## src/adc_cfg.svh

```systemverilog
// adc_cfg.svh: register indices, field positions, reset values and
// conversion lengths for the converter control block.
// assumes it is included by its bare name wherever a figure is needed.
`ifndef ADC_CFG_SVH
`define ADC_CFG_SVH

// register indices; byte address is four times the index
`define ADC_IDX_CTRL_B      3'h3
`define ADC_IDX_RES_LOW     3'h4
`define ADC_IDX_RES_HIGH    3'h5
`define ADC_IDX_CTRL_A      3'h6
`define ADC_IDX_INPUT_SEL   3'h7

// control/status a fields
`define ADC_A_POWER         7
`define ADC_A_GO            6
`define ADC_A_AUTO          5
`define ADC_A_DONE          4
`define ADC_A_ALLOW         3
`define ADC_A_DIV_HI        2
`define ADC_A_DIV_LO        0

// control/status b fields
`define ADC_B_BIPOLAR       7
`define ADC_B_CHAN_MSB      3
`define ADC_B_TRIG_HI       2
`define ADC_B_TRIG_LO       0

// input selector fields
`define ADC_S_REF_HI        7
`define ADC_S_REF_LO        6
`define ADC_S_LEFT          5
`define ADC_S_CHAN_HI       4
`define ADC_S_CHAN_LO       0

// reset values
`define ADC_RST_BYTE        8'h00
`define ADC_RST_RESULT      10'h000

// conversion lengths in converter clock cycles
`define ADC_LEN_FIRST       5'h19
`define ADC_LEN_NORMAL      5'h0d

// trigger source code that means free running
`define ADC_TRIG_FREE       3'h0

// result limits
`define ADC_UNI_MAX         12'sh3ff
`define ADC_BIP_MAX         12'sh1ff
`define ADC_BIP_MIN         -12'sh200

// channel codes that are single ended
`define ADC_CH_SE_LAST      6'h0a
`define ADC_CH_REF_BG       6'h1e
`define ADC_CH_GND          6'h1f
`define ADC_CH_TEMP         6'h3f

`endif

```

## src/adc_pkg.sv

```systemverilog
// adc_pkg: types shared by the converter control block.
// assumes a 32-bit classic wishbone bus and an external analog front end.
package adc_pkg;

  typedef enum logic {
    adc_idle,
    adc_conv
  } adc_state_t;

  typedef struct packed {
    logic        cyc;
    logic        stb;
    logic        we;
    logic [31:0] adr;
    logic [3:0]  sel;
    logic [31:0] dat;
  } adc_wb_req_t;

  typedef struct packed {
    logic       power;
    logic       busy;
    logic [1:0] ref_sel;
    logic [5:0] channel;
    logic       bipolar;
  } adc_analog_t;

endpackage
```

## src/adc_clk_div.sv

```systemverilog
// adc_clk_div: converter clock prescaler, one tick pulse per divided period.
// assumes the divider select is stable while run is high.
`timescale 1ns/10ps
`include "adc_cfg.svh"

module adc_clk_div #(
  parameter int CNT_W = 7
) (
  // clock and reset
  input  wire logic       mclk,
  input  wire logic       reset,
  // control
  input  wire logic       run,
  input  wire logic [2:0] div_sel,
  // tick
  output logic            tick
);

  logic [CNT_W-1:0] count;
  logic [CNT_W-1:0] last;

  // codes 0 and 1 both divide by two
  always_comb begin
    if (div_sel < 3'h2) begin
      last = CNT_W'(1);
    end else begin
      last = CNT_W'((1 << div_sel) - 1);
    end
  end

  // held at zero while the converter is off to save power
  always_ff @(posedge mclk or posedge reset) begin
    if (reset) begin
      count <= '0;
    end else if (!run) begin
      count <= '0;
    end else if (count >= last) begin
      count <= '0;
    end else begin
      count <= count + CNT_W'(1);
    end
  end

  always_ff @(posedge mclk or posedge reset) begin
    if (reset) begin
      tick <= 1'b0;
    end else begin
      tick <= run && (count >= last);
    end
  end

endmodule

```

## src/adc_ctl_top.sv

```systemverilog
// adc_ctl_top: converter control, status and result formatting behind a
// classic wishbone slave.
// assumes the analog front end presents, at the end of each conversion,
// the quantized gained input times 1024 over reference as a signed code.
//
// The Wishbone slave port was chosen for this implementation.
`timescale 1ns/10ps
`include "adc_cfg.svh"

module adc_ctl_top #(
  parameter int CODE_W = 12
) (
  // clock and reset
  input  wire logic                     mclk,
  input  wire logic                     reset,
  // wishbone slave
  input  wire adc_pkg::adc_wb_req_t     wb_req,
  output logic [31:0]                   wb_dat_o,
  output logic                          wb_ack_o,
  // analog front end
  input  wire logic signed [CODE_W-1:0] sample_code,
  output adc_pkg::adc_analog_t          analog,
  // triggers and core interrupt handshake
  input  wire logic [7:0]               trig_in,
  input  wire logic                     global_irq_enable,
  input  wire logic                     irq_taken,
  output logic                          irq
);

  // software visible state, plus the hidden result read lock
  logic       converter_power_on;
  logic       auto_trigger_on;
  logic       conversion_done_flag;
  logic       done_irq_allow;
  logic [2:0] clock_divider_select;
  logic       bipolar_select;
  logic [2:0] trigger_source_select;
  logic [1:0] reference_select;
  logic       left_align_result;
  logic [5:0] input_channel_select;
  logic [9:0] result;
  logic       result_lock;

  // conversion engine
  adc_pkg::adc_state_t state;
  logic [4:0]          tick_count;
  logic [4:0]          conv_len;
  logic                need_init;
  logic [1:0]          ref_active;
  logic                trig_q;
  logic                tick;

  // bus decode
  wire logic [2:0] idx    = wb_req.adr[4:2];
  wire logic       access = wb_req.cyc && wb_req.stb && !wb_ack_o;
  wire logic       wr     = access && wb_req.we && wb_req.sel[0];
  wire logic       rd     = access && !wb_req.we;
  wire logic [7:0] wdat   = wb_req.dat[7:0];
  wire logic       wr_a   = wr && (idx == `ADC_IDX_CTRL_A);
  wire logic       wr_b   = wr && (idx == `ADC_IDX_CTRL_B);
  wire logic       wr_s   = wr && (idx == `ADC_IDX_INPUT_SEL);

  // trigger selection and edge
  wire logic trig_now  = trig_in[trigger_source_select];
  wire logic trig_rise = trig_now && !trig_q;
  wire logic free_run  = (trigger_source_select == `ADC_TRIG_FREE);

  // conversion events
  wire logic finish     = (state == adc_pkg::adc_conv) && tick &&
                          (tick_count == conv_len - 5'h01);
  wire logic abort      = wr_a && !wdat[`ADC_A_POWER];
  wire logic go_write   = wr_a && wdat[`ADC_A_GO] &&
                          wdat[`ADC_A_POWER];
  wire logic auto_start = converter_power_on && auto_trigger_on &&
                          ((!free_run && trig_rise) ||
                           (free_run && finish));
  wire logic start      = !abort && (go_write || auto_start) &&
                          (state == adc_pkg::adc_idle || finish);
  wire logic ref_change = wr_s && (wdat[`ADC_S_REF_HI:`ADC_S_REF_LO] !=
                                   reference_select);

  // result formatting
  logic               differential;
  logic signed [CODE_W-1:0] half_code;
  logic [9:0]         next_result;

  // single ended codes: 0..10, fixed sources, temperature sensor
  assign differential = !(input_channel_select <= `ADC_CH_SE_LAST ||
                          input_channel_select == `ADC_CH_REF_BG ||
                          input_channel_select == `ADC_CH_GND ||
                          input_channel_select == `ADC_CH_TEMP);

  always_comb begin
    half_code = sample_code >>> 1;
    if (differential && bipolar_select) begin
      if (half_code > `ADC_BIP_MAX) begin
        next_result = 10'(`ADC_BIP_MAX);
      end else if (half_code < `ADC_BIP_MIN) begin
        next_result = 10'(`ADC_BIP_MIN);
      end else begin
        next_result = half_code[9:0];
      end
    end else if (sample_code < 0) begin
      next_result = `ADC_RST_RESULT;
    end else if (sample_code > `ADC_UNI_MAX) begin
      next_result = 10'(`ADC_UNI_MAX);
    end else begin
      next_result = sample_code[9:0];
    end
  end

  adc_clk_div #(
    .CNT_W (7)
  ) u_div (
    .mclk    (mclk),
    .reset   (reset),
    .run     (converter_power_on),
    .div_sel (clock_divider_select),
    .tick    (tick)
  );

  // control/status a
  always_ff @(posedge mclk or posedge reset) begin
    if (reset) begin
      converter_power_on   <= 1'b0;
      auto_trigger_on      <= 1'b0;
      done_irq_allow       <= 1'b0;
      clock_divider_select <= 3'h0;
    end else if (wr_a) begin
      converter_power_on   <= wdat[`ADC_A_POWER];
      auto_trigger_on      <= wdat[`ADC_A_AUTO];
      done_irq_allow       <= wdat[`ADC_A_ALLOW];
      clock_divider_select <= wdat[`ADC_A_DIV_HI:`ADC_A_DIV_LO];
    end
  end

  // done flag: a completion in the clearing cycle wins
  always_ff @(posedge mclk or posedge reset) begin
    if (reset) begin
      conversion_done_flag <= 1'b0;
    end else if (finish) begin
      conversion_done_flag <= 1'b1;
    end else if (irq_taken || (wr_a && wdat[`ADC_A_DONE])) begin
      conversion_done_flag <= 1'b0;
    end
  end

  // control/status b and input selector
  always_ff @(posedge mclk or posedge reset) begin
    if (reset) begin
      bipolar_select        <= 1'b0;
      trigger_source_select <= 3'h0;
      reference_select      <= 2'h0;
      left_align_result     <= 1'b0;
      input_channel_select  <= 6'h00;
    end else begin
      if (wr_b) begin
        bipolar_select          <= wdat[`ADC_B_BIPOLAR];
        trigger_source_select   <= wdat[`ADC_B_TRIG_HI:`ADC_B_TRIG_LO];
        input_channel_select[5] <= wdat[`ADC_B_CHAN_MSB];
      end
      if (wr_s) begin
        reference_select          <= wdat[`ADC_S_REF_HI:`ADC_S_REF_LO];
        left_align_result         <= wdat[`ADC_S_LEFT];
        input_channel_select[4:0] <= wdat[`ADC_S_CHAN_HI:`ADC_S_CHAN_LO];
      end
    end
  end

  // conversion sequencer
  always_ff @(posedge mclk or posedge reset) begin
    if (reset) begin
      state      <= adc_pkg::adc_idle;
      tick_count <= 5'h00;
      conv_len   <= `ADC_LEN_NORMAL;
    end else if (abort) begin
      state      <= adc_pkg::adc_idle;
      tick_count <= 5'h00;
    end else if (start) begin
      state      <= adc_pkg::adc_conv;
      tick_count <= 5'h00;
      conv_len   <= (need_init || ref_change) ?
                    `ADC_LEN_FIRST : `ADC_LEN_NORMAL;
    end else begin
      case (state)
        adc_pkg::adc_conv: begin
          if (finish) begin
            state <= adc_pkg::adc_idle;
          end else if (tick) begin
            tick_count <= tick_count + 5'h01;
          end
        end
        default: begin
          state <= adc_pkg::adc_idle;
        end
      endcase
    end
  end

  // long initialising conversion owed after enable or reference change
  always_ff @(posedge mclk or posedge reset) begin
    if (reset) begin
      need_init <= 1'b1;
    end else if (abort) begin
      need_init <= 1'b1;
    end else if (start) begin
      need_init <= 1'b0;
    end else if (!converter_power_on || ref_change) begin
      need_init <= 1'b1;
    end
  end

  // reference seen by the front end only moves between conversions
  always_ff @(posedge mclk or posedge reset) begin
    if (reset) begin
      ref_active <= 2'h0;
    end else if (state == adc_pkg::adc_idle || finish) begin
      ref_active <= reference_select;
    end
  end

  always_ff @(posedge mclk or posedge reset) begin
    if (reset) begin
      trig_q <= 1'b0;
    end else begin
      trig_q <= trig_now;
    end
  end

  // result store, held while software is between low and high reads
  always_ff @(posedge mclk or posedge reset) begin
    if (reset) begin
      result <= `ADC_RST_RESULT;
    end else if (finish && !result_lock) begin
      result <= next_result;
    end
  end

  always_ff @(posedge mclk or posedge reset) begin
    if (reset) begin
      result_lock <= 1'b0;
    end else if (rd && idx == `ADC_IDX_RES_HIGH) begin
      result_lock <= 1'b0;
    end else if (rd && idx == `ADC_IDX_RES_LOW) begin
      result_lock <= 1'b1;
    end
  end

  // read mux; alignment applies at read time so it follows the bit at once
  logic [7:0] rd_byte;

  always_comb begin
    case (idx)
      `ADC_IDX_RES_LOW: begin
        rd_byte = left_align_result ? {result[1:0], 6'h00}
                                    : result[7:0];
      end
      `ADC_IDX_RES_HIGH: begin
        rd_byte = left_align_result ? result[9:2]
                                    : {6'h00, result[9:8]};
      end
      `ADC_IDX_CTRL_A: begin
        rd_byte = {converter_power_on,
                   state == adc_pkg::adc_conv,
                   auto_trigger_on, conversion_done_flag, done_irq_allow,
                   clock_divider_select};
      end
      `ADC_IDX_CTRL_B: begin
        rd_byte = {bipolar_select, 3'h0, input_channel_select[5],
                   trigger_source_select};
      end
      `ADC_IDX_INPUT_SEL: begin
        rd_byte = {reference_select, left_align_result,
                   input_channel_select[4:0]};
      end
      default: begin
        rd_byte = `ADC_RST_BYTE;
      end
    endcase
  end

  // one wait state: ack one edge after the request, dropped the next
  always_ff @(posedge mclk or posedge reset) begin
    if (reset) begin
      wb_ack_o <= 1'b0;
      wb_dat_o <= 32'h0000_0000;
    end else begin
      wb_ack_o <= access;
      if (rd) begin
        wb_dat_o <= {24'h00_0000, rd_byte};
      end
    end
  end

  // interrupt request
  always_ff @(posedge mclk or posedge reset) begin
    if (reset) begin
      irq <= 1'b0;
    end else begin
      irq <= conversion_done_flag && done_irq_allow &&
             global_irq_enable;
    end
  end

  // analog front end controls
  always_ff @(posedge mclk or posedge reset) begin
    if (reset) begin
      analog <= '0;
    end else begin
      analog.power   <= converter_power_on;
      analog.busy    <= (state == adc_pkg::adc_conv) && !finish;
      analog.ref_sel <= ref_active;
      analog.channel <= input_channel_select;
      analog.bipolar <= bipolar_select;
    end
  end

endmodule

```

## config.mk

```make
export PLATFORM = sky130hd
export DESIGN_NAME = adc_ctl_top
export DESIGN_NICKNAME = d
export VERILOG_FILES = /design/src/adc_pkg.sv /design/src/adc_clk_div.sv /design/src/adc_ctl_top.sv
export VERILOG_INCLUDE_DIRS = /design/src
export SDC_FILE = /design/constraint.sdc
export NUM_CORES = 1
export LEC_CHECK = 0
export BUFFER_PORTS_ARGS = -buffer_cell sky130_fd_sc_hd__clkbuf_2
export CAP_MARGIN = 10
export CORE_MARGIN = 3
export CORE_UTILIZATION = 50
export DETAILED_ROUTE_END_ITERATION = 16
export GPL_ROUTABILITY_DRIVEN = 1
export PLACE_DENSITY = 0.77
export RECOVER_POWER = 25
export SETUP_SLACK_MARGIN = 0.3
export SLEW_MARGIN = 20
export SYNTH_ARGS = -nofsm -noshare
export SYNTH_HDL_FRONTEND = slang
export SYNTH_HIERARCHICAL = 1
export SYNTH_SLANG_ARGS = --single-unit
export TNS_END_PERCENT = 100
```

## constraint.sdc

```tcl
create_clock -name mclk -period 2.5 [get_ports mclk]
set_input_delay 0.5 -clock mclk [delete_from_list [all_inputs] [get_ports mclk]]
set_output_delay 0.5 -clock mclk [all_outputs]
set_load 0.01 [all_outputs]
```

==> results of run 1 <==
-- worst max-delay path: stages, from the launching register on --
cell,delay (ps)
dfrtp_1,420
inv_1,90
ha_1,160
and4_1,260
nand4b_2,210
a2111oi_4,500
a221o_1,250
a21o_1,90
-- path summary, 6_finish.rpt --
check | startpoint | to | slack, ps | cells past startpoint
max in group asynchronous | reset | need_init | 1300 | 3
min in group mclk | sample_code[0] | result[0] | 360 | 2
setup reg to reg | tick_count[1] | result[5] | 470 | 7
hold / removal | reset | u_div/count[3] | 70 | 2
hold reg to reg | ref_active[0] | analog[7] | 380 | 0
setup / recovery | tick_count[1] | result[5] | 470 | 7
-- power by group --
part / internal [mW] / total, mW / switching, mW
clock network: 0.368 / 0.840 / 0.472
registers: 1.30 / 1.44 / 0.142
logic: 0.238 / 0.524 / 0.285
total: 1.91 / 2.81 / 0.899
-- what timing repair did --
item                                    in CTS  in global routing
endpoints found under the hold margin        0                  0
pin swaps                                    0                  1
resized for setup                            1                  3
endpoints found under the setup margin       8                 11
cloned                                       0                  0
hold buffers                                 0                  0
-- Yosys cell counts (2+ instances only) --
master     n
and4_1     2
a22o_1     2
and3_1     3
nor2_1    21
nand3_1   11
dfstp_2    2
a22oi_1    2
nor3b_1    8
a31oi_1    2
o21ai_0   14
buf_2      2
nand2b_1   3
inv_1     15
dfrtp_1   70
buf_4     24
a221oi_1   2
conb_1     2
mux4_1     2
mux2i_1   13
a21oi_1    7
xnor2_1    5
a21o_1    11
nand3b_1   2
nand2_1   36
a221o_1   10
xor2_1     5
ha_1      11
and2_1     2
nor2b_1    3
a211oi_1   3
nand4_1    3
nor3_1     9
or2_2      3
mux2_2    21
nor4_1     2
clkbuf_1   6
-- layer usage --
layer / GRT usage, % / wire length (um)
met1: 27.15 / 3644
met2: 32.76 / 4140
met3: 3.766 / 482
met4: 7.942 / 165
met5: 0 / 0
-- metrics by stage --
stage	power (mW)	util, %
final	2.808	59.97
after floorplan	1.816	-
after detailed placement	1.992	57.39
after CTS	2.832	59.85
after global placement	1.959	57.39
after global routing	2.977	59.97
-- flip-flops by register name (all words and copies together), names as in the netlist, 2 cells and up --
signal,count
trigger_source_select,3
ref_active,2
u_div/count,7
result,10
conv_len,2
clock_divider_select,3
wb_dat_o,8
tick_count,5
input_channel_select,6
analog,11
reference_select,2
-- cell type report --
class / instances / share of cell area (%)
inverters: 16 / 1.359
clock buffers: 9 / 2.803
clock inverters: 7 / 1.189
flip-flops and latches: 72 / 40.83
repair buffers: 67 / 8.296
well taps: 99 / 2.803
multi-input cells: 263 / 42.72
-- cells in the final DEF (no fill, tap or decap), types with 5 or more instances in the layout --
master,count
o21ai_0,14
a221o_1,10
inv_1,15
nand2_1,36
xnor2_1,5
a21oi_1,7
nand3_1,11
buf_4,7
nor3_1,8
mux2i_1,13
nor2_1,20
mux2_2,21
dfrtp_1,70
conb_1,25
clkbuf_2,58
ha_1,11
xor2_1,5
clkbuf_8,9
nor3b_1,8
a21o_1,11
-- cells by family after synthesis --
group / synth area share (%)
simple gates: 15.32
flops: 46.70
compound gates: 14.05
buf+inv: 7.059
mux: 10.85
fa+ha+maj: 3.562
xor+xnor: 2.267
other cells: 0.1944
==> out/metrics.yaml, run 1 <==
async_reset_ff_share_pct: 100.0
fin_crit_ps: 2029
design.portCount: 140
first_global_vias: 2923
ys_seq_area_share_pct: 46.70
portBuffers: 59
dieArea_um2: 8818
ys.flop_type: "dfrtp_1"
htreeDepth: 3
maxSlewViolCount: 0
avgSynthCellArea_um2: 10.73
numCtsBuffers: 9
p_leak_nw: 2.175
drive_gt1_share_pct: 28.11
num_antenna_cells: 0
dp_slack_ps: 63.15
clk_latency_ps: 350
routed_via_density: 5.527
synth-seq-cells: 72
fin_setup_tns_ps: 0
postPlaceCellArea_um2: 4229
cp.required_ps: 2790
tightest_slew_ps: 1059
cts_setup_buffers: 0
antenna_found_initial: 0
multi_input_area_um2: 1888
grt_pass1_wl_mm: 14.03
yosysTopAreaCell: "dfrtp_1"
antenna_left: 0
grt_max_degree: 40
wl_per_cell_um: 15.82
final-setup-viol-count: 0
place.gp.congestion: 0.8420
drv_cap: 0
skew_ps: 11.10
drc: 0
syn_inst: 360
worstSetupPathType: "flop to flop"
tritoncts: "done"
cts.sink_count: 72
synth_edf_count: 0
hpwl_mm: 6.425
relSlewSlack_pct: 29.33
fin_area_um2: 4419
dr.pass1.iters: 4
synthesis.area_um2: 3864
core_region_area_um2: 7370
fp.dieW_um: 93.91
min_period_over_period_pct: 81.14
drt_wl_total_mm: 8.432
worst_slack_ps: 471.5
clockRootBuffer: "clkbuf_8"
hold_class: "input port to asynchronous set/reset pin"
area.sequential_um2: 1804
final_cells: 533
synth_cell_type_count: 57
die_h_um: 93.91
whs_ps: 67.95
ys_warn_count: 6
cp_max_fo: 8
vias: 2946
grt_util_all_layers_pct: 20.33
crit_arrival_ps: 2320
rsz0062_at_grt: "no"
grt_overflow: 0
worst_setup_path_start_kind: "flop"
synthTopCellsByArea: "dfrtp_1 (45%), mux2_2 (6.1%), buf_4 (4.7%), ha_1 (3.6%), nand2_1 (3.5%)"
clockBufferDepth: 2
fillers: 636
status: "finished clean"
fmax_ghz: 0.4930
initial_core_util_pct: 52.43
p_per_area_nw_per_um2: 635.5
drt_iter0_drc: 144
yosys.area.top_type_share_pct: 45.34
report.final.hold_viol_count: 0
dp_cells: 517
fin_nets: 535
area_growth_pct: 14.38
clk_pin_slew_ps: 90
worstSetupEndpointType: "flop"
row_count: 31
irDropWorstVdd_uv: 373.1
(Power assumes the default switching activity.)
==> inputs of run 2 (changes only) <==
--- a/config.mk
+++ b/config.mk
@@ -9,10 +9,10 @@
 export BUFFER_PORTS_ARGS = -buffer_cell sky130_fd_sc_hd__clkbuf_2
 export CAP_MARGIN = 10
 export CORE_MARGIN = 3
-export CORE_UTILIZATION = 50
+export CORE_UTILIZATION = 45
 export DETAILED_ROUTE_END_ITERATION = 16
 export GPL_ROUTABILITY_DRIVEN = 1
-export PLACE_DENSITY = 0.77
+export PLACE_DENSITY = 0.73
 export RECOVER_POWER = 25
 export SETUP_SLACK_MARGIN = 0.3
 export SLEW_MARGIN = 20
==> constraint.sdc (replaced) <==
create_clock -name mclk -period 1.7 [get_ports mclk]
set_input_delay 0.34 -clock mclk [delete_from_list [all_inputs] [get_ports mclk]]
set_output_delay 0.34 -clock mclk [all_outputs]
set_load 0.01 [all_outputs]
==> run 2 against run 1 <==
The run now ends with setup timing left. Sequential share of layout area down 7.4 points. Clock-buffer cell count up 7. Power up 67%. First-iteration DRC count up 19%. Worst setup slack worse by 610 ps. Final cell count up 14%. Combinational power rose to 2.7 times the previous value. Non-clock buffer count up 69. Via count up 11%. Critical path type unchanged.
==> out/metrics.yaml, run 2 (same netlist as run 1, synthesis figures left out) <==
hpwl_mm: 7.156
drv_cap: 0
worstSetupPathType: "flop to flop"
row_count: 33
relSlewSlack_pct: 30.42
p_leak_nw: 2.587
antenna_found_initial: 0
report.final.hold_viol_count: 0
cp.required_ps: 1980
antenna_left: 0
portBuffers: 59
clockBufferDepth: 2
rrSetupSlack_ps: -140
status: "finished, violations left"
skew_ps: 4.446
grt_pass1_wl_mm: 16.18
hold_end: "result[0]"
regMostFlops: "analog"
fillers: 637
tightest_slew_ps: 1038
p_per_area_nw_per_um2: 867.2
maxSlewViolCount: 0
vias: 3273
grt_util_all_layers_pct: 21.14
area.sequential_um2: 1808
min_period_over_period_pct: 108.0
grt_max_degree: 30
irDropWorstVdd_uv: 583.2
crit-reg2reg-launch: "trigger_source_select[0]"
violations: "setup timing"
largest_reg_flops: 11
multi_input_area_um2: 2286
dp_slack_ps: -277.6
initial_core_util_pct: 46.79
final_common_cell: "dfrtp_1"
whs_path_depth: 2
area_growth_pct: 40.16
dr.pass1.iters: 4
clockRootBuffer: "clkbuf_8"
regToRegEndpoint: "conv_len[4]"
place.gp.congestion: 0.8837
cp_max_fo: 3
routed_via_density: 5.374
fin_crit_ps: 1836
hold_class: "input port to flop"
num_antenna_cells: 0
clk_latency_ps: 350
htreeDepth: 3
drt_wl_total_mm: 10.31
fin_area_um2: 5415
crit_arrival_ps: 2120
drc: 0
dieArea_um2: 9734
mostFrequentLayoutCells: "dfrtp_1 (67), clkbuf_2 (58), buf_4 (46)"
clk_pin_slew_ps: 70
wl_per_cell_um: 16.92
worstSetupEndpointType: "flop"
numCtsBuffers: 9
final-setup-viol-count: 26
reg_top3: "analog: 11 flops, result: 10 flops, wb_dat_o: 8 flops"
drive_gt1_share_pct: 48.02
hold_path.startpoint: "sample_code[0]"
fin_nets: 605
fmax_ghz: 0.5447
reg2reg_depth: 5
whs_ps: 195.9
core_region_area_um2: 8258
worst_slack_ps: -136.0
die_h_um: 98.66
grt_overflow: 0
worst_setup_path_start_kind: "flop"
fp.dieW_um: 98.66
first_global_vias: 3223
postPlaceCellArea_um2: 4698
tritoncts: "done"
cts.sink_count: 72
drt_iter0_drc: 171
design.portCount: 140
rsz0062_at_grt: "yes"
run 2: worst max path at each step:
stage                             startpoint           to  slack, ps  cells past startpoint
floorplan                           wb_ack_o  conv_len[4]        -80                      5
global placement               tick_count[1]    result[2]       -210                      8
detailed placement             tick_count[1]    result[7]       -280                      8
CTS                 trigger_source_select[0]  conv_len[4]       -120                      5
global route        trigger_source_select[0]  conv_len[4]       -180                      5
finish              trigger_source_select[0]  conv_len[4]       -140                      5
run 2: area by class of cell:
cell class | count | area share (%)
clock buffer | 16 | 2.957
inverter | 16 | 1.271
multi-input combinational | 264 | 42.21
sequential | 72 | 33.39
tap | 105 | 2.426
timing repair buffer | 136 | 17.74
run 2: metrics by stage:
| stage | setup TNS [ps] | power [mW] | instances | util, % |
|---|---|---|---|---|
| detailed placement | -4185 | 3.197 | 569 | 56.89 |
| floorplan | -799.8 | 2.738 | 383 | - |
| finish | -2133 | 4.696 | 609 | 65.58 |
| global placement | -3275 | 3.146 | 569 | 56.89 |
| CTS | -1935 | 4.578 | 600 | 63.41 |
| global route | -3417 | 4.937 | 609 | 65.58 |
run 2: worst max-delay path, cell delays in order, from the launching register on:
cell and delay (ps):
dfrtp_1 430, mux4_2 360, mux2i_2 80, or4_4 480
a211oi_4 280, a2bb2oi_2 140
run 2: power by group:
part / total, mW / switching, mW / internal [mW]
Combinational: 1.39 / 0.672 / 0.721
Clock: 1.21 / 0.631 / 0.576
Sequential: 2.10 / 0.177 / 1.92
run 2: timing repair:
action / CTS / global route
buffers inserted: 13 / 9
pin swaps: 30 / 20
endpoints found under the setup margin: 55 / 59
endpoints found under the hold margin: 8 / 0
gates cloned: 1 / 0
hold buffers: 1 / 0
gates resized for setup: 73 / 37
run 2: per-layer routing:
| metal | global-route usage, % | wire length [um] |
|---|---|---|
| met2 | 33.70 | 5151 |
| met5 | 0 | 0 |
| met4 | 10.71 | 274 |
| met1 | 27.79 | 4352 |
| met3 | 3.751 | 529 |
==> inputs of run 3 (changes only) <==
--- a/config.mk
+++ b/config.mk
@@ -9,10 +9,10 @@
 export BUFFER_PORTS_ARGS = -buffer_cell sky130_fd_sc_hd__clkbuf_2
 export CAP_MARGIN = 10
 export CORE_MARGIN = 3
-export CORE_UTILIZATION = 45
+export CORE_UTILIZATION = 50
 export DETAILED_ROUTE_END_ITERATION = 16
 export GPL_ROUTABILITY_DRIVEN = 1
-export PLACE_DENSITY = 0.73
+export PLACE_DENSITY = 0.77
 export RECOVER_POWER = 25
 export SETUP_SLACK_MARGIN = 0.3
 export SLEW_MARGIN = 20
==> constraint.sdc (replaced) <==
create_clock -name mclk -period 2 [get_ports mclk]
set_input_delay 0.4 -clock mclk [delete_from_list [all_inputs] [get_ports mclk]]
set_output_delay 0.4 -clock mclk [all_outputs]
set_load 0.01 [all_outputs]
==> run 3 against run 2 <==
The flow finishes with violations (hold timing). Clock-buffer cell count fell by 5. Sequential power fell by 15%. Wire length fell by 8.0%. Core utilization rose by 2.1 points. Clock skew rose by 8.6 ps. Flip-flop and latch count did not move. Register-to-register slack improved by 240 ps. Critical path type unchanged.
==> out/metrics.yaml, run 3 (same netlist as run 1, synthesis figures left out) <==
fin_setup_tns_ps: 0
place.gp.congestion: 0.8535
clockRootBuffer: "clkbuf_8"
numCtsBuffers: 9
postCtsHoldBufs: 0
cts.sink_count: 72
final-setup-viol-count: 0
tritoncts: "done"
tightest_slew_ps: 975.5
cp_max_fo: 3
initial_core_util_pct: 52.43
fillers: 560
crit_arrival_ps: 2170
clk_latency_ps: 350
rsz0062_at_grt: "yes"
fp.dieW_um: 93.91
worstSetupPathType: "flop to flop"
antenna_left: 0
core_region_area_um2: 7370
report.final.hold_viol_count: 6
fin_area_um2: 4990
p_leak_nw: 2.419
htreeDepth: 3
clockBufferDepth: 2
antenna_found_initial: 0
die_h_um: 93.91
violations: "hold timing"
relSlewSlack_pct: 34.61
drc: 0
hold_class: "input port to asynchronous set/reset pin"
min_period_over_period_pct: 94.63
area.sequential_um2: 1808
area_growth_pct: 29.15
row_count: 31
portBuffers: 59
dieArea_um2: 8818
worst_setup_path_start_kind: "flop"
regMostFlops: "analog"
drv_cap: 0
status: "finished, violations left"
grt_pass1_wl_mm: 15.15
whs_ps: -6.538
num_antenna_cells: 0
postPlaceCellArea_um2: 4463
drive_gt1_share_pct: 41.56
worstSetupEndpointType: "flop"
vias: 3132
final_common_cell: "dfrtp_1"
design.portCount: 140
clk_pin_slew_ps: 80
p_per_area_nw_per_um2: 835.4
cp.required_ps: 2280
multi_input_area_um2: 2068
grt_overflow: 0
largest_reg_flops: 11
maxSlewViolCount: 0
first_global_vias: 3131
hpwl_mm: 6.887
grt_util_all_layers_pct: 22.29
wl_per_cell_um: 16.54
drt_wl_total_mm: 9.478
drt_iter0_drc: 201
irDropWorstVdd_uv: 441.4
grt_max_degree: 33
fin_crit_ps: 1893
skew_ps: 13.09
reg_top3: "analog: 11 flops, result: 10 flops, wb_dat_o: 8 flops"
dr.pass1.iters: 5
routed_via_density: 5.466
fmax_ghz: 0.5284
fin_nets: 575
mostFrequentLayoutCells: "dfrtp_1 (67), clkbuf_2 (59), buf_4 (39)"
==> run 3: cell count changes in the layout (fill, tap and decap cells not counted), moves of 3 or more <==
cell       before  now
nand2_1        22   33
o21ai_1         7    1
a21oi_1         3    7
mux2_2          3   21
mux2_4         18    0
clkbuf_1       11    3
buf_4          46   39
a21oi_2         5    1
o21ai_0         5   12
nor2_4          4    1
nand2_2        13    3
buf_6          23    6
bufinv_16       0    3
==> run 3: critical path: stages, from the launching register on <==
cell       delay, ps
dfrtp_1          420
mux4_1           370
mux2i_2           90
or4_4            480
a211oi_4         300
a2bb2oi_2        150
==> run 3: metrics by stage <==
stage | setup slack, ps | std cells | hold WS, ps | power [mW] | util, %
floorplan | 223.1 | 383 | 215.7 | 2.285 | -
global placement | 81.15 | 541 | 360.7 | 2.562 | 60.56
detailed placement | 55.93 | 541 | 369.0 | 2.596 | 60.56
CTS | 102.2 | 569 | 6.921 | 4.113 | 66.37
global route | 34.23 | 573 | 9.220 | 4.367 | 67.71
finish | 107.4 | 573 | -6.538 | 4.168 | 67.71
==> run 3: area by class of cell <==
cell class / instances / area share [%]
tap: 99 / 2.482
inverter: 16 / 1.229
timing repair buffer: 107 / 13.69
sequential: 72 / 36.23
clock buffer: 11 / 2.834
multi-input combinational: 263 / 41.45
clock inverter: 5 / 2.081
==> run 3: final timing paths <==
| check | start | to | slack [ps] | cells past startpoint |
|---|---|---|---|---|
| setup / recovery | trigger_source_select[0] | conv_len[4] | 110 | 5 |
| hold / removal | reset | u_div/tick | -7 | 2 |
| setup reg to reg | trigger_source_select[0] | conv_len[4] | 110 | 5 |
| hold reg to reg | ref_active[1] | analog[8] | 380 | 0 |
| max in group asynchronous | reset | clock_divider_select[1] | 520 | 3 |
| min in group mclk | sample_code[0] | result[0] | 250 | 2 |
==> run 3: what timing repair did <==
item / 4_1_cts / 5_1_grt
gates resized for setup: 27 / 19
buffers inserted: 12 / 4
cloned: 0 / 0
setup endpoints to repair: 26 / 49
pin swaps: 14 / 8
==> run 3: per-layer routing <==
layer | track usage [%] | part of all wire (%)
met1 | 29.91 | 44
met2 | 36.72 | 49
met3 | 4.407 | 6.2
met4 | 6.378 | 1.1
met5 | 0 | 0
==> run 3: power breakdown <==
part | leakage [nW] | internal, mW | switching, mW
clock network | 0.124 | 0.864 | 0.554
registers | 0.912 | 1.63 | 0.153
logic | 1.38 | 0.475 | 0.492
total | 2.42 | 2.97 | 1.20
